<file path="config.mk">
export PLATFORM = sky130hd
export DESIGN_NAME = prl_lock_trim
export DESIGN_NICKNAME = d
export VERILOG_FILES = /design/src/rtl/prl_pkg.sv /design/src/rtl/prl_lock_trim.sv /design/src/rtl/prl_trim_sel.sv
export VERILOG_INCLUDE_DIRS = /design/src /design/src/rtl
export SDC_FILE = /design/constraint.sdc
export NUM_CORES = 1
export LEC_CHECK = 0
export CORE_ASPECT_RATIO = 2
export CORE_MARGIN = 3
export CORE_UTILIZATION = 40
export DETAILED_ROUTE_END_ITERATION = 12
export DONT_BUFFER_PORTS = 1
export PLACE_DENSITY_LB_ADDON = 0.3
export REMOVE_ABC_BUFFERS = 1
export SLEW_MARGIN = 10
export SYNTH_ARGS = -nofsm -noshare
export SYNTH_HDL_FRONTEND = slang
export SYNTH_SLANG_ARGS = --single-unit
</file>
<file path="constraint.sdc">
create_clock -name mclk -period 1.7 [get_ports mclk]
set_clock_uncertainty 0.05 [all_clocks]
set_input_delay 0.17 -clock mclk [delete_from_list [all_inputs] [get_ports mclk]]
set_output_delay 0.17 -clock mclk [all_outputs]
set_load 0.01 [all_outputs]
</file>
<file path="src/rtl/prl_defines.svh">
// Constants for the protected register lock and oscillator trim block.
// Assumes inclusion by bare name from rtl/ and verification/ files.
`ifndef PRL_DEFINES_SVH
`define PRL_DEFINES_SVH

`define PRL_OFF_LOCK_KEY     12'h100
`define PRL_OFF_OSC_TRIM     12'h110
`define PRL_ADDR_W           12
`define PRL_KEY_FIRST        8'h59
`define PRL_KEY_SECOND       8'h16
`define PRL_KEY_THIRD        8'h88
`define PRL_KEY_MSB          7
`define PRL_KEY_LSB          0
`define PRL_TRIM_SET0_LSB    0
`define PRL_TRIM_SET0_MSB    7
`define PRL_RANGE_SET0_BIT   8
`define PRL_TRIM_SET1_LSB    16
`define PRL_TRIM_SET1_MSB    23
`define PRL_RANGE_SET1_BIT   24
`define PRL_COARSE_MSB       7
`define PRL_COARSE_LSB       5
`define PRL_FINE_MSB         4
`define PRL_FINE_LSB         0
`define PRL_TRIM_WMASK       32'h01FF01FF
`define PRL_HTRANS_NONSEQ    2'h2
`define PRL_HRESP_OKAY       1'h0

`endif

</file>
<file path="src/rtl/prl_pkg.sv">
// Types shared by the lock and trim block.
// Assumes prl_defines.svh for the numeric constants.
package prl_pkg;
  // Key tracker states
  typedef enum logic [1:0]
  {
    PRL_KEY_IDLE,
    PRL_KEY_GOT1,
    PRL_KEY_GOT2
  } prl_key_state_t;
endpackage

</file>
<file path="src/rtl/prl_lock_trim.sv">
// Protected register lock with key sequence, and the protected oscillator trim register.
// Assumes one AHB-Lite master, mclk at 250 MHz, factory trim word valid at the first edge after reset.
//
// Our own choice: register access over AHB-Lite.
`timescale 1ns/1ps
`include "prl_defines.svh"
//
// Behaviour
// - Protected registers locked from reset onward
// - Keys 59h,16h,88h in order unlock
// - Bad value, order or address aborts
// - Lock key read bit0 shows unlocked
// - Any lock key write while open locks
// - Locked writes to protected registers dropped
// - Trim register writable only while unlocked
// - First edge after reset loads both trim sets from flash
// - Trim codes at bits 7:0, 23:16
// - Code bits 7:5 coarse, 4:0 fine
// - Range bits 8 and 24, one low
module prl_lock_trim
  import prl_pkg::*;
(
  input  wire logic        mclk,
  input  wire logic        resetn,
  input  wire logic        hsel,
  input  wire logic [31:0] haddr,
  input  wire logic [1:0]  htrans,
  input  wire logic        hwrite,
  input  wire logic [2:0]  hsize,
  input  wire logic [31:0] hwdata,
  input  wire logic        hready,
  output logic      [31:0] hrdata,
  output logic             hreadyout,
  output logic             hresp,
  input  wire logic [31:0] factory_trim,
  input  wire logic        osc_trim_set_select,
  output logic             unlock_state,
  output logic      [2:0]  osc_coarse,
  output logic      [4:0]  osc_fine,
  output logic             osc_low_range
);
  logic                     wr_pend;     // Write data phase pending
  logic [`PRL_ADDR_W-1:0]   wr_addr;     // Latched write address
  logic                     wr_hit_key;  // Pending write targets lock key
  logic                     wr_hit_trim; // Pending write targets trim
  logic [31:0]              osc_trim_ctrl; // Trim register contents
  logic                     trim_loaded; // Factory load done after reset
  prl_key_state_t           key_state;   // Key sequence tracker
  prl_key_state_t           next_key_state; // Next tracker state
  logic                     next_unlock; // Next lock state
  logic [7:0]               wbyte;       // Low byte of write data
  logic                     addr_phase;  // Valid address phase this cycle
  logic [7:0]               code_first;  // First trim set code
  logic [7:0]               code_second; // Second trim set code

  // Decode a 12-bit byte offset to a register match
  function automatic logic hit(input logic [`PRL_ADDR_W-1:0] a,
                               input logic [`PRL_ADDR_W-1:0] off);
    hit = (a == off);
  endfunction

  assign addr_phase  = hsel && hready && htrans == `PRL_HTRANS_NONSEQ;
  assign wr_hit_key  = hit(wr_addr, `PRL_OFF_LOCK_KEY);
  assign wr_hit_trim = hit(wr_addr, `PRL_OFF_OSC_TRIM);
  assign wbyte       = hwdata[`PRL_KEY_MSB:`PRL_KEY_LSB];
  assign code_first  = osc_trim_ctrl[`PRL_TRIM_SET0_MSB:`PRL_TRIM_SET0_LSB];
  assign code_second = osc_trim_ctrl[`PRL_TRIM_SET1_MSB:`PRL_TRIM_SET1_LSB];

  // Capture write address phases; single-cycle data phase follows
  always_ff @(posedge mclk)
  begin
    if (!resetn)
    begin
      wr_pend <= 1'h0;
      wr_addr <= '0;
    end
    else
    begin
      wr_pend <= addr_phase && hwrite;
      if (addr_phase)
      begin
        wr_addr <= haddr[`PRL_ADDR_W-1:0];
      end
    end
  end

  // Zero-wait slave, always OKAY
  always_ff @(posedge mclk)
  begin
    if (!resetn)
    begin
      hreadyout <= 1'h1;
      hresp     <= `PRL_HRESP_OKAY;
    end
    else
    begin
      hreadyout <= 1'h1;
      hresp     <= `PRL_HRESP_OKAY;
    end
  end

  // Read data registered at the address phase
  always_ff @(posedge mclk)
  begin
    if (!resetn)
    begin
      hrdata <= 32'h0;
    end
    else if (addr_phase && !hwrite)
    begin
      if (hit(haddr[`PRL_ADDR_W-1:0], `PRL_OFF_LOCK_KEY))
      begin
        hrdata <= {31'h0, unlock_state};
      end
      else if (hit(haddr[`PRL_ADDR_W-1:0], `PRL_OFF_OSC_TRIM))
      begin
        hrdata <= osc_trim_ctrl & `PRL_TRIM_WMASK;
      end
      else
      begin
        hrdata <= 32'h0;  // Unmapped reads as zero
      end
    end
  end

  // Key tracker and lock next-state
  always_comb
  begin
    next_key_state = key_state;
    next_unlock    = unlock_state;
    if (wr_pend)
    begin
      if (!wr_hit_key)
      begin
        next_key_state = PRL_KEY_IDLE;
      end
      else if (unlock_state)
      begin
        next_unlock    = 1'h0;
        next_key_state = PRL_KEY_IDLE;
      end
      else
      begin
        unique case (key_state)
          PRL_KEY_IDLE:
            next_key_state = (wbyte == `PRL_KEY_FIRST) ? PRL_KEY_GOT1 : PRL_KEY_IDLE;
          PRL_KEY_GOT1:
            next_key_state = (wbyte == `PRL_KEY_SECOND) ? PRL_KEY_GOT2 : PRL_KEY_IDLE;
          PRL_KEY_GOT2:
          begin
            next_key_state = PRL_KEY_IDLE;
            next_unlock    = (wbyte == `PRL_KEY_THIRD);
          end
          default:
            next_key_state = PRL_KEY_IDLE;
        endcase
      end
    end
  end

  // Tracker state register
  always_ff @(posedge mclk)
  begin
    if (!resetn)
    begin
      key_state <= PRL_KEY_IDLE;
    end
    else
    begin
      key_state <= next_key_state;
    end
  end

  // Lock state register, locked after reset
  always_ff @(posedge mclk)
  begin
    if (!resetn)
    begin
      unlock_state <= 1'h0;
    end
    else
    begin
      unlock_state <= next_unlock;
    end
  end

  // Trim register: factory load after reset, protected writes after
  always_ff @(posedge mclk)
  begin
    if (!resetn)
    begin
      osc_trim_ctrl <= 32'h0;
      trim_loaded   <= 1'h0;
    end
    else if (!trim_loaded)
    begin
      osc_trim_ctrl <= factory_trim & `PRL_TRIM_WMASK;
      trim_loaded   <= 1'h1;
    end
    else if (wr_pend && wr_hit_trim && unlock_state)
    begin
      osc_trim_ctrl <= hwdata & `PRL_TRIM_WMASK;
    end
  end

  // Active set split into oscillator controls
  prl_trim_sel u_sel
  (
    .mclk                (mclk),
    .resetn              (resetn),
    .trim_word           (osc_trim_ctrl),
    .osc_trim_set_select (osc_trim_set_select),
    .coarse              (osc_coarse),
    .fine                (osc_fine),
    .low_range           (osc_low_range)
  );

  // Locked writes never change the trim register
  locked_trim_hold_a: assert property (@(posedge mclk) disable iff (!resetn)
    (wr_pend && wr_hit_trim && !unlock_state && trim_loaded) |=> $stable(osc_trim_ctrl))
    else $error("trim changed while locked");

  // Full key sequence opens the lock
  unlock_seq_a: assert property (@(posedge mclk) disable iff (!resetn)
    (wr_pend && wr_hit_key && !unlock_state && key_state == PRL_KEY_GOT2
     && wbyte == `PRL_KEY_THIRD) |=> unlock_state)
    else $error("third key did not unlock");

  // Unlock only from the third-key state
  unlock_cause_a: assert property (@(posedge mclk) disable iff (!resetn)
    $rose(unlock_state) |-> $past(key_state) == PRL_KEY_GOT2)
    else $error("unlocked without full sequence");

  // Any lock key write while open relocks
  relock_write_a: assert property (@(posedge mclk) disable iff (!resetn)
    (wr_pend && wr_hit_key && unlock_state) |=> !unlock_state)
    else $error("lock key write did not relock");

  // Foreign write aborts the sequence
  abort_other_a: assert property (@(posedge mclk) disable iff (!resetn)
    (wr_pend && !wr_hit_key) |=> key_state == PRL_KEY_IDLE)
    else $error("foreign write kept sequence");

  // Wrong second key returns to start
  abort_value_a: assert property (@(posedge mclk) disable iff (!resetn)
    (wr_pend && wr_hit_key && !unlock_state && key_state == PRL_KEY_GOT1
     && wbyte != `PRL_KEY_SECOND) |=> key_state == PRL_KEY_IDLE)
    else $error("bad key kept sequence");

  // Unlocked trim write lands in the register on the next cycle
  trim_write_a: assert property (@(posedge mclk) disable iff (!resetn)
    (wr_pend && wr_hit_trim && unlock_state && trim_loaded)
    |=> osc_trim_ctrl == ($past(hwdata) & `PRL_TRIM_WMASK))
    else $error("unlocked trim write lost");

  // Selected set drives the fine field
  set_select_a: assert property (@(posedge mclk) disable iff (!resetn)
    ##1 osc_fine == ($past(osc_trim_set_select)
      ? $past(code_second[`PRL_FINE_MSB:`PRL_FINE_LSB])
      : $past(code_first[`PRL_FINE_MSB:`PRL_FINE_LSB])))
    else $error("wrong trim set active");

  // Read of the lock key shows lock state
  lock_read_a: assert property (@(posedge mclk) disable iff (!resetn)
    (addr_phase && !hwrite && hit(haddr[`PRL_ADDR_W-1:0], `PRL_OFF_LOCK_KEY))
    |=> hrdata == {31'h0, $past(unlock_state)})
    else $error("lock read wrong");

  // Lock opens only after a lock key write
  unlock_source_a: assert property (@(posedge mclk) disable iff (!resetn)
    $rose(unlock_state) |-> $past(wr_pend) && $past(wr_hit_key))
    else $error("unlocked without key write");

  // First key moves the tracker on
  key_first_a: assert property (@(posedge mclk) disable iff (!resetn)
    (wr_pend && wr_hit_key && !unlock_state && key_state == PRL_KEY_IDLE
     && wbyte == `PRL_KEY_FIRST) |=> key_state == PRL_KEY_GOT1)
    else $error("first key not taken");

  // Wrong third key stays locked and restarts
  abort_third_a: assert property (@(posedge mclk) disable iff (!resetn)
    (wr_pend && wr_hit_key && !unlock_state && key_state == PRL_KEY_GOT2
     && wbyte != `PRL_KEY_THIRD) |=> !unlock_state && key_state == PRL_KEY_IDLE)
    else $error("bad third key not refused");

  // Factory word loads on the first edge after reset
  factory_load_a: assert property (@(posedge mclk) disable iff (!resetn)
    (resetn && !trim_loaded) |=> osc_trim_ctrl == ($past(factory_trim) & `PRL_TRIM_WMASK))
    else $error("factory trim not loaded");

  // Trim read returns the stored writable bits
  trim_read_a: assert property (@(posedge mclk) disable iff (!resetn)
    (addr_phase && !hwrite && hit(haddr[`PRL_ADDR_W-1:0], `PRL_OFF_OSC_TRIM))
    |=> hrdata == ($past(osc_trim_ctrl) & `PRL_TRIM_WMASK))
    else $error("trim read wrong");

  // Selected set drives the coarse field
  coarse_select_a: assert property (@(posedge mclk) disable iff (!resetn)
    ##1 osc_coarse == ($past(osc_trim_set_select)
      ? $past(code_second[`PRL_COARSE_MSB:`PRL_COARSE_LSB])
      : $past(code_first[`PRL_COARSE_MSB:`PRL_COARSE_LSB])))
    else $error("wrong coarse field active");

  // Selected set drives the range bit
  range_select_a: assert property (@(posedge mclk) disable iff (!resetn)
    ##1 osc_low_range == ($past(osc_trim_set_select)
      ? $past(osc_trim_ctrl[`PRL_RANGE_SET1_BIT])
      : $past(osc_trim_ctrl[`PRL_RANGE_SET0_BIT])))
    else $error("wrong range bit active");
endmodule

</file>
<file path="src/rtl/prl_trim_sel.sv">
// Picks the active oscillator trim set and splits it into fields.
// Assumes a registered trim word and a select level from the clock controller.
`timescale 1ns/1ps
`include "prl_defines.svh"
module prl_trim_sel
  import prl_pkg::*;
(
  input  wire logic        mclk,
  input  wire logic        resetn,
  input  wire logic [31:0] trim_word,
  input  wire logic        osc_trim_set_select,
  output logic      [2:0]  coarse,
  output logic      [4:0]  fine,
  output logic             low_range
);
  logic [7:0] code;   // Active trim code
  logic       rng;    // Active range bit

  // Choose the set by the external select bit
  always_comb
  begin
    if (osc_trim_set_select)
    begin
      code = trim_word[`PRL_TRIM_SET1_MSB:`PRL_TRIM_SET1_LSB];
      rng  = trim_word[`PRL_RANGE_SET1_BIT];
    end
    else
    begin
      code = trim_word[`PRL_TRIM_SET0_MSB:`PRL_TRIM_SET0_LSB];
      rng  = trim_word[`PRL_RANGE_SET0_BIT];
    end
  end

  // Register the split fields so outputs come from flops
  always_ff @(posedge mclk)
  begin
    if (!resetn)
    begin
      coarse    <= 3'h0;
      fine      <= 5'h0;
      low_range <= 1'h0;
    end
    else
    begin
      coarse    <= code[`PRL_COARSE_MSB:`PRL_COARSE_LSB];
      fine      <= code[`PRL_FINE_MSB:`PRL_FINE_LSB];
      low_range <= rng;
    end
  end
endmodule

</file>
After elaboration in Yosys (flattened, before gate mapping) --
Index checks and enable logic that the tools add are counted.
Operators by class: add/subtract/negate cells 0, $mul 0, divide/modulo/power cells 0, magnitude comparators 0, equality and inequality tests 11, shift operators 0, mux-type cells 14, bitwise logic cells 0, reduce and logical (&&, ||, !) cells 9
Operator list (number):
- two-way mux 25 bit | 4
- == test 12 x 9 -> 1 bit, second input constant | 4
- == test 8 x 5 -> 1 bit, second input constant | 1
- == test 8 x 7 -> 1 bit, second input constant | 1
- == test 8 bit, second input constant | 1
- two-way mux 8 bit | 1
- logical AND 1 bit | 6
- two-way mux 2 bit | 3
- two-way mux 1 bit | 5
- == test 2 bit, second input constant | 2
- one-hot mux 2 bit (2 select lines) | 1
- == test 2 x 1 -> 1 bit, second input constant | 1
- logical NOT 2 bit | 1
- != test 2 x 1 -> 1 bit, second input constant | 1
- AND reduction 2 bit | 1
- logical NOT 1 bit | 1
Storage, ports and cells: register bits 76, bits in latches 0, RAM bits 0, ROM bits 0, bits of input ports 107, output and inout bits 44, logic and storage cells 44, memories 0

Depth between registers and ports, before layout --
Gate-level depths: netlist (run 1).
depth in word-level cells 5, depth in mapped cells 7, mapped depth without buffers 4

By module --
A second synthesis (run 1) with hierarchy kept.
Unflattened totals: cells, all modules 260, area, all modules 2583.7 um^2
By module, submodules not included:
- prl_lock_trim | times used 1, cells each 232, area each 2245.9 um^2, seq. area each 1061.0 um^2
- prl_trim_sel | times used 1, cells each 28, area each 337.8 um^2, seq. area each 180.2 um^2

Least setup slack after synthesis (run 1) --
Ideal clock, no wire load.
path type register to register, start point register wr_addr[1], end point register osc_trim_ctrl[17], library setup time 0.070 ns, data arrival time 1.352 ns, required time 1.580 ns, slack 0.228 ns, cell stages (with the launch flop) 7, path buffers 2, clock period less this slack 1.472 ns, path through dfxtp_1 > nor4b_1 > a41o_1 > buf_2 > buf_2 > o21ai_1 > a21oi_1
On the way: word-level cells in the longest chain between the ends 4
Ends and longest elaborated chain:
- from (decl) | line prl_lock_trim.sv:43 | logic [`PRL_ADDR_W-1:0] wr_addr;
- from (signal assigned) | line prl_lock_trim.sv:82 | wr_addr <= haddr[`PRL_ADDR_W-1:0];
- == test 12 x 9 -> 1 bit | line prl_lock_trim.sv:59 | hit = (a == off);
- logical AND 1 bit (2 in a row) | line prl_lock_trim.sv:200 | else if (wr_pend && wr_hit_trim && unlock_state)
- != test 2 x 1 -> 1 bit (no source line)
- to (signal assigned) | line prl_lock_trim.sv:197 | osc_trim_ctrl <= factory_trim & `PRL_TRIM_WMASK;
- to (signal assigned) | line prl_lock_trim.sv:202 | osc_trim_ctrl <= hwdata & `PRL_TRIM_WMASK;
- to (decl) | line prl_lock_trim.sv:46 | logic [31:0] osc_trim_ctrl;
Every way passes these cells. A chain may end at the register's enable or synchronous reset.

Final worst setup path (run 1) --
start point register trim_loaded, end point register osc_trim_ctrl[3]
On the way: word-level cells in the longest chain between the ends 1, elaborated cells on any way between the ends 2, classes of those cells eq/ne (1); mux (1)
Ends and longest elaborated chain:
- from (decl) | line prl_lock_trim.sv:47 | logic trim_loaded;
- from (signal assigned) | line prl_lock_trim.sv:193 | trim_loaded <= 1'h0;
- from (signal assigned) | line prl_lock_trim.sv:198 | trim_loaded <= 1'h1;
- != test 2 x 1 -> 1 bit (no source line) / two-way mux 25 bit (equally long branches)
Parallel ways exist; a longest one is shown, timed or not.

==> out/results.txt, run 1 <==
Yosys printed 0 warnings. Setup repair after global routing left no endpoint under its margin. For the cell area after technology mapping, the log shows 0.00258 mm2. Number of antenna violations at the first check in global routing: 0. The max-cap violation count was 0; the number of cells in the design after placement was 335. Counting every instance in the synthesized netlist gives 261. Timing would allow up to 619 MHz. The run gives 3 as the level count of the clock H-tree. The core region is 0.00611 mm2. Along the worst path, the maximum fanout reaches 12.

The number of DRC markers after the initial detailed-route iteration was 88; the number of nets with antenna violations after routing was 0. After detailed routing, the met2 layer carries 3.58 mm of wire. By startpoint and endpoint, the worst setup path is classified as flip-flop to flip-flop. The run gives 0.0835 ns as the setup slack after layout.

The clock passes through at most 2 buffers. The number of synthesized register bits was 62. The first TritonRoute pass finished after 3 iterations. The floorplan step defined a die boundary enclosing 0.00751 mm2. The routed design uses 346 um of met3 wire.

For the placement row count, the log shows 40. Clock latency on the worst-skew pair, taken at its later pin, is 0.32 ns. The number of buffer cells added on primary ports is 0. For the worst flop-to-flop path, the logic depth is 4. Dividing the synthesized area by the synthesized cell count gives 9.88 um2. In this run, CTS created clock tree buffers numbering 9. In the final routed layout, each cell accounts on average for 16.8 um. For this run, design rule violations remaining after detail routing come to 0. The die is 120 um tall. The sink count of the clock tree was 62; the transition at the pin with the smallest max-transition slack was 0.815 ns. After clock tree synthesis, the clock-pin slew on the worst setup and hold paths is 0.05 ns.

Measured against its own limit, the worst slew margin works out to 45.6%. For this design the top-level I/O count stands at 151. The number of antenna diodes in the final layout is 0. TritonCTS built the clock tree. The logs give 0 for the count of final max-slew check failures and 0.00129 uW for the leakage power total.

The share of the cycle needed by the critical path after routing came out at 95.1%. Dividing the detail-routed via count by the number of cells gives 5.10. Excluding fillers, the count of instances in the completed layout stands at 374.

The via count of the first global-routing pass came out at 1901. The top routing layer in use was met4. For this run, the total global-route usage over all layers was measured as 17.3%. The power per unit of standard cell area was 1190 mW/mm2. The wire-length estimate of the detail-placed layout is 4.19 mm. The aggregate routed wire length was 6.27 mm. The flow ran to the end, and the final reports show no timing, DRC or antenna violations. VDD sags by at most 0.000556 V. The number of endpoints with negative hold slack in the final report is 0. Once the floorplan was initialized, standard cells occupied 42.3% of the core.

OpenSTA, run right after detailed placement, puts the worst setup slack at 0.103 ns. After synthesis, the netlist uses 33 different library cells. Buffers added to address setup during post-CTS repair amount to 0.

Setup violations remaining at the end of the flow were counted as 0. The worst hold-check path type was primary input to flip-flop. For the total grt overflow, the log shows 0. STA classifies the critical path startpoint as a flip-flop. For the worst slack on hold paths, the log shows 0.00271 ns. From synthesis to final layout, the design area changed by 24.1%. Cell chosen for the clock root: sky130_fd_sc_hd__clkbuf_16.

The tools report the nature of the critical path endpoint as a flip-flop. The worst hold path passes through 2 cells. The first-pass GRT wire length was 9.65 mm; the die width was 62.8 um.

The critical path data required time is 1.86 ns. Weighted congestion reported at the end of routability-driven placement: 0.760. The final layout contains 392 nets. Data arrives at the worst endpoint at 1.78 ns. In the final routing, the length of wire on met1 measures 2.23 mm. Cells with a size suffix above 1 make up 10.3% of the layout. Entering global routing, the biggest net connects 45 pins. The clock period could shrink to 1.62 ns. Detailed routing inserted a total of 1909 vias.

Summing the sequential cell areas from Yosys gives 48.1% of the chip area.
==> logic make-up after synthesis <==
family | share of synthesized area (%)
buf+inv | 8.53
other cells | 0.291
mux | 10.9
compound gates | 18.0
flops | 48.1
simple gates | 14.2
==> final timing paths <==
path	startpoint	end	slack, ns
worst min-delay path	factory_trim[16]	osc_trim_ctrl[16]	0.003
worst max-delay path	trim_loaded	osc_trim_ctrl[3]	0.08
worst min register to register	wr_addr[7]	wr_addr[7]	0.40
worst max register to register	trim_loaded	osc_trim_ctrl[3]	0.08
==> cells in the mapped netlist (all sizes together) <==
cell     n  area, um2
dfxtp   62       1240
mux2i   28        280
nand2   26       97.6
buf     24        183
o21ai   19       95.1
a21oi   18       90.1
a22o    17        149
a21boi  13       97.6
nor2b   11       68.8
clkbuf   9       33.8
nor4b    4       50.1
nand3    3       15.0
nand4b   3       26.3
nor2     3       11.3
o21a     3       22.5
or3      3       18.8
and2     2       12.5
conb     2       7.51
nor3     2       10.0
or4      2       18.8
a41o     1       10.0
and3     1       6.26
and4     1       8.76
and4b    1       10.0
inv      1       3.75
nand4    1       6.26
nor4     1       6.26
==> area by class of cell <==
class / count / area, um2
sequential: 62 / 1240
inverter: 1 / 3.75
multi-input combinational: 179 / 1180
clock inverter: 3 / 65.1
fill: 572 / 2900
timing repair buffer: 32 / 333
tap: 84 / 105
clock buffer: 13 / 270
==> metrics by stage <==
| step | area [um2] | utilization (%) | setup TNS [ns] | power, uW |
|---|---|---|---|---|
| 6_report | 3200 | 52.4 | 0 | 3810 |
| 5_1_grt | 3200 | 52.4 | 0 | 3940 |
| 4_1_cts | 3190 | 52.2 | 0 | 3840 |
| 3_5_place_dp | 2610 | 42.8 | 0 | 1760 |
| 3_3_place_gp | 2610 | 42.8 | 0 | 1750 |
| 2_1_floorplan | 2420 | - | -3.14 | 1710 |
==> what timing repair did <==
action | in CTS | in global routing
gates resized for setup | 0 | 2
endpoints found under the hold margin | 45 | 0
endpoints found under the setup margin | 0 | 7
hold buffers | 23 | 0
==> sequential cells by signal, indices dropped and copies added (netlist names) <==
signal and flops:
wr_pend 1, u_sel.fine 5, wr_addr 12, u_sel.coarse 3, trim_loaded 1, osc_trim_ctrl 18
key_state 2, hrdata 18, unlock_state 1, u_sel.low_range 1
==> critical path: stages, from the launching register on <==
cell and delay (ns):
sky130_fd_sc_hd__dfxtp_1 0.36, sky130_fd_sc_hd__buf_4 0.26, sky130_fd_sc_hd__mux2i_1 0.21, sky130_fd_sc_hd__dlygate4sd3_1 0.56, sky130_fd_sc_hd__a21oi_1 0.06
==> power by group <==
part / total [uW] / switching (uW) / internal [uW]
clock network: 2010 / 613 / 1400
registers: 1550 / 39.3 / 1510
logic: 253 / 129 / 124
total: 3810 / 781 / 3030
==> cells in the final DEF, fill, tap and decap left out <==
| cell type | instances |
|---|---|
| sky130_fd_sc_hd__and4_1 | 1 |
| sky130_fd_sc_hd__bufinv_16 | 2 |
| sky130_fd_sc_hd__nor2_1 | 3 |
| sky130_fd_sc_hd__nor3_1 | 2 |
| sky130_fd_sc_hd__a22o_1 | 17 |
| sky130_fd_sc_hd__buf_4 | 7 |
| sky130_fd_sc_hd__a21oi_1 | 18 |
| sky130_fd_sc_hd__o21ai_1 | 19 |
| sky130_fd_sc_hd__or4_1 | 1 |
| sky130_fd_sc_hd__nor4_1 | 1 |
| sky130_fd_sc_hd__nor2b_1 | 11 |
| sky130_fd_sc_hd__or4_4 | 1 |
| sky130_fd_sc_hd__nand4_1 | 1 |
| sky130_fd_sc_hd__nand4b_1 | 3 |
| sky130_fd_sc_hd__a21boi_1 | 13 |
| sky130_fd_sc_hd__clkbuf_8 | 3 |
| sky130_fd_sc_hd__or3_1 | 3 |
| sky130_fd_sc_hd__clkbuf_16 | 9 |
| sky130_fd_sc_hd__nor4b_4 | 1 |
| sky130_fd_sc_hd__a41o_1 | 1 |
| sky130_fd_sc_hd__clkbuf_1 | 1 |
| sky130_fd_sc_hd__mux2i_1 | 28 |
| sky130_fd_sc_hd__conb_1 | 16 |
| sky130_fd_sc_hd__clkinv_2 | 1 |
| sky130_fd_sc_hd__nor4b_2 | 2 |
| sky130_fd_sc_hd__dfxtp_1 | 62 |
| sky130_fd_sc_hd__nand3_1 | 3 |
| sky130_fd_sc_hd__and3_1 | 1 |
| sky130_fd_sc_hd__nor4b_1 | 1 |
| sky130_fd_sc_hd__o21a_1 | 3 |
| sky130_fd_sc_hd__and4b_1 | 1 |
| sky130_fd_sc_hd__dlygate4sd3_1 | 22 |
| sky130_fd_sc_hd__and2_1 | 2 |
| sky130_fd_sc_hd__inv_2 | 1 |
| sky130_fd_sc_hd__buf_12 | 3 |
| sky130_fd_sc_hd__nand2_1 | 26 |
==> layer usage <==
metal | global-route usage, % | up-vias
met5 | 0 | -
met2 | 32.4 | 62
li1 | - | 953
met1 | 16.3 | 887
met4 | 9.54 | 0
met3 | 5.24 | 7
Note: power is estimated with default switching activity, not from simulation.
==> run 2: changes to the inputs <==
==> constraint.sdc (replaced) <==
create_clock -name mclk -period 1.75 [get_ports mclk]
set_clock_uncertainty 0.05 [all_clocks]
set_input_delay 0.175 -clock mclk [delete_from_list [all_inputs] [get_ports mclk]]
set_output_delay 0.175 -clock mclk [all_outputs]
set_load 0.05 [all_outputs]
==> run 2 against run 1 <==
Net effect:
- wire length shrank 3.8%
- core utilization shrank 1.2 points
- clock power shrank 21%
- total power down 9.9%
- worst hold slack better by 0.0094 ns
==> out/results.txt, run 2 (synthesized netlist as in run 1, its figures left out) <==
Across the VDD grid, the largest voltage drop is 0.000567 V. The transition at the pin with the smallest max-transition slack is 0.758 ns. The via count of the routed design is 1915, and the worst hold path stage count is 2.

Data on the critical path is required at its endpoint by 1.90 ns. The tree is rooted in a sky130_fd_sc_hd__clkbuf_16. In the final layout, the multi-input gates occupy 0.00118 mm2.

The tools report the count of buffers added by post-CTS timing repair for setup as 0. The die width was 62.8 um. Cells fill 51.2% of the core in the end. The first detailed-routing pass took 4 iterations. Clock-pin slew was measured on the worst setup and hold paths at 0.05 ns.

The leakage power total is 0.00125 uW, and the via count of the first global-routing pass is 1966. Overall track demand over capacity in global routing: 17.2%. Leaving out fill and tap cells, the most frequent cell in the layout is sky130_fd_sc_hd__dfxtp_1. Summed over all layers, the routed wires come to 6.03 mm. The clock tree buffer depth is 2. The run gives 0 ns as the accumulated negative setup slack.

Reg-to-reg critical path startpoint: trim_loaded. After global routing the overflow that remains totals 0. The level count of the clock H-tree came out at 3. In this run, the number of DRC markers left after iteration 0 of detailed routing was 76.

At the end of routability-driven placement, the weighted congestion stood at 0.746. Setup violations remaining at the end of the flow were counted as 0. The run gives 0.00611 mm2 as the core area. The worst hold-check path type was primary input to flip-flop.

Across the run, the number of max-cap violations was 0. During I/O placement, the number of pins put on the boundary was 151. The number of inserted filler cells in the final layout was 567. In the final routed layout, each cell accounts on average for 16.2 um.

The sequential cells in the finished layout cover a total of 0.00124 mm2. Walking the worst path, the cells encountered are buf_4, mux2i_1, dlygate4sd3_1, a21oi_1. The first global-routing pass estimated 9.64 mm of wire. The HPWL after detailed placement is 4.13 mm. The detail route stage leaves a number of antenna-violating nets equal to 0. In the layout the commonest cells are sky130_fd_sc_hd__dfxtp_1, sky130_fd_sc_hd__mux2i_1, sky130_fd_sc_hd__nand2_1, sky130_fd_sc_hd__dlygate4sd3_1, sky130_fd_sc_hd__o21ai_1.

The flow ran to the end, and the final reports show no timing, DRC or antenna violations. TritonCTS built the clock tree. Measured against its own limit, the worst slew margin works out to 49.5%. The ratio of cells with drive above 1 in the final layout is 9.00%. The die covers 0.00751 mm2.

The logic depth of the worst register-to-register path is 4. The worst setup path is of the flip-flop to flip-flop kind. The tree built by TritonCTS fans out to 62 sinks. The worst slack on hold paths was 0.0121 ns; the floorplan die height was 120 um.

The tools report the startpoint of the worst hold path as factory_trim[16]. The via-per-instance ratio is 5.13, and the largest net degree at the start of global routing is 45. The tools report the endpoint of the most critical register-to-register path as osc_trim_ctrl[2]. The worst hold path terminates at osc_trim_ctrl[16]. The net count of the finished layout is 392.

The initialized floorplan defines 40 standard-cell rows. The later pin in the worst-skew pair is clocked with a latency of 0.32 ns. In this run the register-to-register setup slack is 0.11 ns. Share of the cycle needed by the critical path after routing: 93.7%. The number of antenna violations at the first check in global routing was 0; the total inserted antenna cells was 0.

In this design, the stage delay of the slowest critical-path cell is 0.57 ns. Of all nets on the critical path, the largest fanout is 12. In the routed design, unresolved DRC markers number 0. The largest registers in the layout are hrdata (18), osc_trim_ctrl (18), wr_addr (12).

Gate family responsible for the most delay along the worst path: buffers and inverters. The clock buffer count from CTS is 9. The final period demand of the worst path works out to 1.64 ns. The area growth from synthesis to layout is 21.3%. Count of final max-slew check failures: 0. The count of buffers added on input and output ports is 0. The number of endpoints with negative hold slack in the final report was 0. The highest attainable clock frequency is 610 MHz. The number of buffers and inverters on the critical path is 2. The nature of the critical path endpoint was a flip-flop. Power spread over the standard cell area amounts to 1100 mW/mm2. The initial utilization of the core area, before any placement, comes to 42.3%. Setup repair after global routing left no endpoint under its margin.

The worst setup path is launched from a flip-flop. At the worst endpoint, the arrival time is 1.79 ns. For this design, the slowest cell found on the critical path is sky130_fd_sc_hd__dlygate4sd3_1.
-- run 2: cell types whose count changed in the layout (fill, tap and decap cells not counted), sizes merged --
cell and delta:
bufinv -2, clkbuf +1
-- run 2: routing by layer --
metal / GRT usage [%] / vias to the layer above / part of all wire, %
met5: 0 / - / 0
met4: 9.96 / 0 / 2.4
met3: 6.37 / 12 / 6.5
met2: 31.7 / 65 / 55
met1: 15.6 / 892 / 36
li1: - / 946 / -
-- run 2: worst max path at each step --
stage	slack (ns)	endpoint	start	depth (start not counted)
after global placement	0.14	unlock_state	wr_pend	4
after global routing	0.02	osc_trim_ctrl[22]	wr_addr[1]	5
after CTS	0.13	osc_trim_ctrl[3]	trim_loaded	4
final	0.11	osc_trim_ctrl[2]	trim_loaded	4
after detailed placement	0.14	unlock_state	wr_pend	4
after floorplan	-0.16	osc_trim_ctrl[0]	unlock_state	4
-- run 2: repair_timing --
| action | in CTS | in global routing |
|---|---|---|
| gates resized for setup | 0 | 1 |
| endpoints found under the hold margin | 45 | 0 |
| hold buffers | 23 | 0 |
| setup endpoints to repair | 0 | 1 |
-- run 2: cell type report --
class / count / share of cell area, %
clock buffer: 14 / 8.44
clock inverter: 1 / 0.160
inverter: 1 / 0.120
multi-input combinational: 179 / 37.6
sequential: 62 / 39.7
tap: 84 / 3.36
timing repair buffer: 32 / 10.6
-- run 2: report_power, final --
part,leakage (uW),switching [uW],internal [uW]
Combinational,0.000612,182,120
Clock,0.000133,569,1020
Sequential,0.000506,73.9,1470
Total,0.00125,825,2610
-- run 2: worst reg2reg max path: stages, from the launching register on --
cell	delay (ns)
sky130_fd_sc_hd__dfxtp_1	0.36
sky130_fd_sc_hd__buf_4	0.27
sky130_fd_sc_hd__mux2i_1	0.22
sky130_fd_sc_hd__dlygate4sd3_1	0.57
sky130_fd_sc_hd__a21oi_1	0.06
-- run 2: per-stage QoR --
step           area, um2  power (uW)  instances  setup slack (ns)
2_1_floorplan       2420        1760        242            -0.163
3_3_place_gp        2610        1800        335             0.139
4_1_cts             3120        3480        373             0.128
5_1_grt             3130        3550        373            0.0153
6_report            3130        3430        373             0.109
3_5_place_dp        2610        1800        335             0.145
==> run 3: changes to the inputs <==
Settings changed: SYNTH_HIERARCHICAL set to 1.
==> run 3 against run 2 <==
Net effect:
- combinational power up 5%
- global-route usage rose by 0.74 points
- core utilization rose by 0.72 points
- synthesized cell count shrank 0.38%
- total power grew 0.94%
- clock power about the same
- sequential cell count stayed put
- sequential power hardly changed
- first-iteration DRC count up 28%
- critical endpoint is now osc_trim_ctrl[5]
- largest power group unchanged
==> out/results.txt, run 3 <==
The run finished with clean final reports. In this run the tightest slew margin relative to its limit is 47.4%. The number of setup buffers added after CTS is 0. The analysis attributes to cell leakage a power of 0.00128 uW. The relative area change from synthesis to final layout works out to 23.8%. In the post-synthesis netlist, the biggest area contributors are sky130_fd_sc_hd__dfxtp_1, sky130_fd_sc_hd__mux2i_1, sky130_fd_sc_hd__a22o_1. The run gives 2620 uW as the internal power.

For this run, asynchronously set or reset flops after synthesis account for 0%. The number of cells in the design after placement is 334. Dividing the detail-routed via count by the number of cells gives 5.18. The ratio of cells with drive above 1 in the final layout works out to 8.47%.

The via count of the first global-routing pass came out at 2043. Leaving out fill and tap cells, the most frequent cells in the layout are sky130_fd_sc_hd__dfxtp_1, sky130_fd_sc_hd__dlygate4sd3_1, sky130_fd_sc_hd__mux2i_1, sky130_fd_sc_hd__nand2_1, sky130_fd_sc_hd__o21ai_1. After detailed routing, the total wire length is 6.22 mm. sky130_fd_sc_hd__dfxtp_1 is the most common cell in the netlist. The top cell type by area accounts for 48.0% of the synthesized area. In this run the worst hold path is classified as primary input to flip-flop. The largest registers in the layout are hrdata (18), osc_trim_ctrl (18), wr_addr (12). The count of yosys warnings during synthesis is 6.

The share of cell area taken by muxes after synthesis is 10.8%, and the clock latency reported for the late side of the worst-skew pair is 0.33 ns. The number of primary I/O pins was 151; the floorplan die area was 0.00752 mm2. Placement row count: 40. For hold timing, the worst endpoint is osc_trim_ctrl[23]. The mapped netlist covers 0.00258 mm2. For this design the ratio of total power to cell area is 1080 mW/mm2. The logs give 4 for the total iterations of the first detailed-routing run and 0 for the count of final max-slew check failures. Counting flops and latches in the post-synthesis netlist gives 62.

STA classifies the critical path startpoint as a flip-flop. The synthesized netlist contains 33 unique library cells. The region available for standard cell placement spans 0.00616 mm2.

Setup repair after global routing left no endpoint under its margin. The smallest clock period supported by the final layout is computed as 1.63 ns. The floorplan die height was 120 um; the largest fanout on the critical path was 18.

The number of enable-type register cells in the synthesized netlist is 0, and the largest net degree at the start of global routing is 45. The biggest area consumer among synthesized cells is sky130_fd_sc_hd__dfxtp_1. The run gives 48.0% as the sequential-to-total area share from yosys stat. The first global-routing pass estimated 10.1 mm of wire. The clock network burns 46.4% of the power.

The cell count after synthesis was 260; the adder-cell share of the synthesized area was 0%. The dominant combinational cell family by area after synthesis is compound AO/OA/AOI/OAI gates. The finished layout holds 379 standard cells, fillers aside. In the routed design, unresolved DRC markers number 0. After the last flow step, the layout net total stands at 398. Number of antenna violations at the first check in global routing: 0. The xor and xnor area share after synthesis works out to 0%. Setup violations remaining at the end of the flow were counted as 0.

After layout, the worst setup slack is 0.119 ns. Sink count of the clock tree: 62. The worst hold path stage count is 2, and the number of nets with antenna violations after routing is 0. The die width is 62.8 um, and the clock edge transition at the registers on the reported setup and hold paths is 0.05 ns. The repair_antennas step left the layout with diodes totalling 0. Share of synthesized cell area in and, or, nand and nor gates: 14.2%. Summing the areas of all compound-gate instances in the mapped netlist gives 18.0% of the synthesized area.

The switching share of power is 24.4%, and the final cell utilization of the core is 52.0%. The commonest cells after synthesis are sky130_fd_sc_hd__dfxtp_1, sky130_fd_sc_hd__mux2i_1, sky130_fd_sc_hd__nand2_1. The weighted congestion reported at the end of routability-driven placement came out at 0.713. The peak ir drop on the vdd network is 0.000799 V, and the synthesized area divided by synthesized cell count is 9.94 um2. In the final routed layout, each cell accounts on average for 16.4 um. In this run the critical register-to-register path is captured at osc_trim_ctrl[5].

The run gives 0 as the number of endpoints with negative hold slack in the final report. The longest clock path from root to sink contains 2 buffers. In this run, the number of DRC markers left after iteration 0 of detailed routing was 97.

The logs give 17.9% for the overall track demand over capacity in global routing and 0.00261 mm2 for the cell area reported after detailed placement. Dividing the final minimum period by the clock period gives 93.2%. The number of inserted filler cells in the final layout was 560; the number of buffer cells added on primary ports was 0. The logic depth of the worst register-to-register path is 4. In this run the register-to-register setup slack is 0.12 ns. Across the run, the number of max-cap violations was 0. Leaving out fill and tap cells, the most frequent cell in the layout is sky130_fd_sc_hd__dfxtp_1. For the relative contribution of sequential cells to total power, the log shows 44.4%. The fraction of power consumed by combinational cells is 9.2%. Prior to clock tree synthesis, the placed netlist has a worst setup slack of 0.113 ns. The finished cells cover 0.00320 mm2. Summed over all nets, the switching power comes to 845 uW. For this run, the leading register cell type out of synthesis is sky130_fd_sc_hd__dfxtp_1. Based on the critical path, the design can be clocked at up to 613 MHz. The initial utilization of the core area, before any placement, comes to 42.0%.

The startpoint of the worst hold path is factory_trim[23]. The via count of the routed design came out at 1965. The cell sitting at the root of the clock tree is a sky130_fd_sc_hd__clkbuf_16. Summed over all nets, the half-perimeter wirelength after detailed placement is 4.04 mm. The H-tree was split into 3 levels. At the worst endpoint, the required time is 1.91 ns. The total grt overflow is 0, and the transition at the pin with the smallest max-transition slack is 0.790 ns. The arrival time of data at the critical path endpoint came out at 1.79 ns.

The worst register-to-register path begins at trim_loaded. The nature of the critical path endpoint is a flip-flop. The critical path is of the flip-flop to flip-flop type. Counting the buffers created by CTS gives 9. TritonCTS built the clock tree.
## run 3: changes by cell type in the layout (fill, tap and decap cells not counted)
cell	previous run	this run
sky130_fd_sc_hd__dlygate4sd3_1	22	29
sky130_fd_sc_hd__buf_4	7	5
sky130_fd_sc_hd__buf_8	0	1
## run 3: kinds of logic (layout without fill, tap and decap cells)
logic type | Yosys count | after routing
AO/OA/AOI/OAI | 71 | 71
AND/OR/NAND/NOR | 64 | 64
flip-flops | 62 | 62
buffers and inverters | 33 | 54
multiplexers | 28 | 28
other | 2 | 16
## run 3: per-layer routing
layer  global-route usage (%)  share of wire (%)
met1                     17.4                 37
met2                     32.5                 55
met3                     5.43                6.1
met4                     10.8                2.4
met5                        0                  0
## run 3: how the worst max path moves through the flow
stage          cells after the start         start  slack (ns)                to
2_1_floorplan                      4  unlock_state       -0.16  osc_trim_ctrl[0]
3_5_place_dp                       4       wr_pend        0.11      unlock_state
4_1_cts                            4   trim_loaded        0.07  osc_trim_ctrl[5]
5_1_grt                            4   trim_loaded        0.01  osc_trim_ctrl[5]
3_3_place_gp                       4       wr_pend        0.16      unlock_state
6_report                           4   trim_loaded        0.12  osc_trim_ctrl[5]
## run 3: layout make-up
cell class	instances	area [um2]	area share, %
clock inverter	1	5.00	0.156
timing repair buffer	38	403	12.6
sequential	62	1240	38.8
inverter	1	3.75	0.117
multi-input combinational	179	1180	36.8
clock buffer	14	264	8.25
tap	84	105	3.29
## run 3: worst max-delay path, cell delays in order, from the launching register on
cell and delay (ns):
sky130_fd_sc_hd__dfxtp_1 0.37, sky130_fd_sc_hd__buf_8 0.24, sky130_fd_sc_hd__mux2i_1 0.22, sky130_fd_sc_hd__dlygate4sd3_1 0.58, sky130_fd_sc_hd__a21oi_1 0.06
## run 3: power groups by stage
stage	Combinational, uW	Sequential (uW)	Clock, uW
after floorplan	189	1570	0
after global placement	229	1570	0
after detailed placement	233	1570	0
after CTS	317	1540	1640
after global routing	350	1540	1690
final	319	1540	1610
## run 3: per-stage QoR
stage	setup TNS (ns)	hold slack (ns)	total power, uW
2_1_floorplan	-2.94	0.153	1760
4_1_cts	0	0.000526	3500
3_5_place_dp	0	0.159	1800
3_3_place_gp	0	0.159	1790
5_1_grt	0	0.0175	3580
6_report	0	0.00150	3470
## run 3: timing repair
item | CTS | global route
setup endpoints to repair | 0 | 13
endpoints found under the hold margin | 45 | 0
hold buffers | 30 | 0
gates resized for setup | 0 | 3
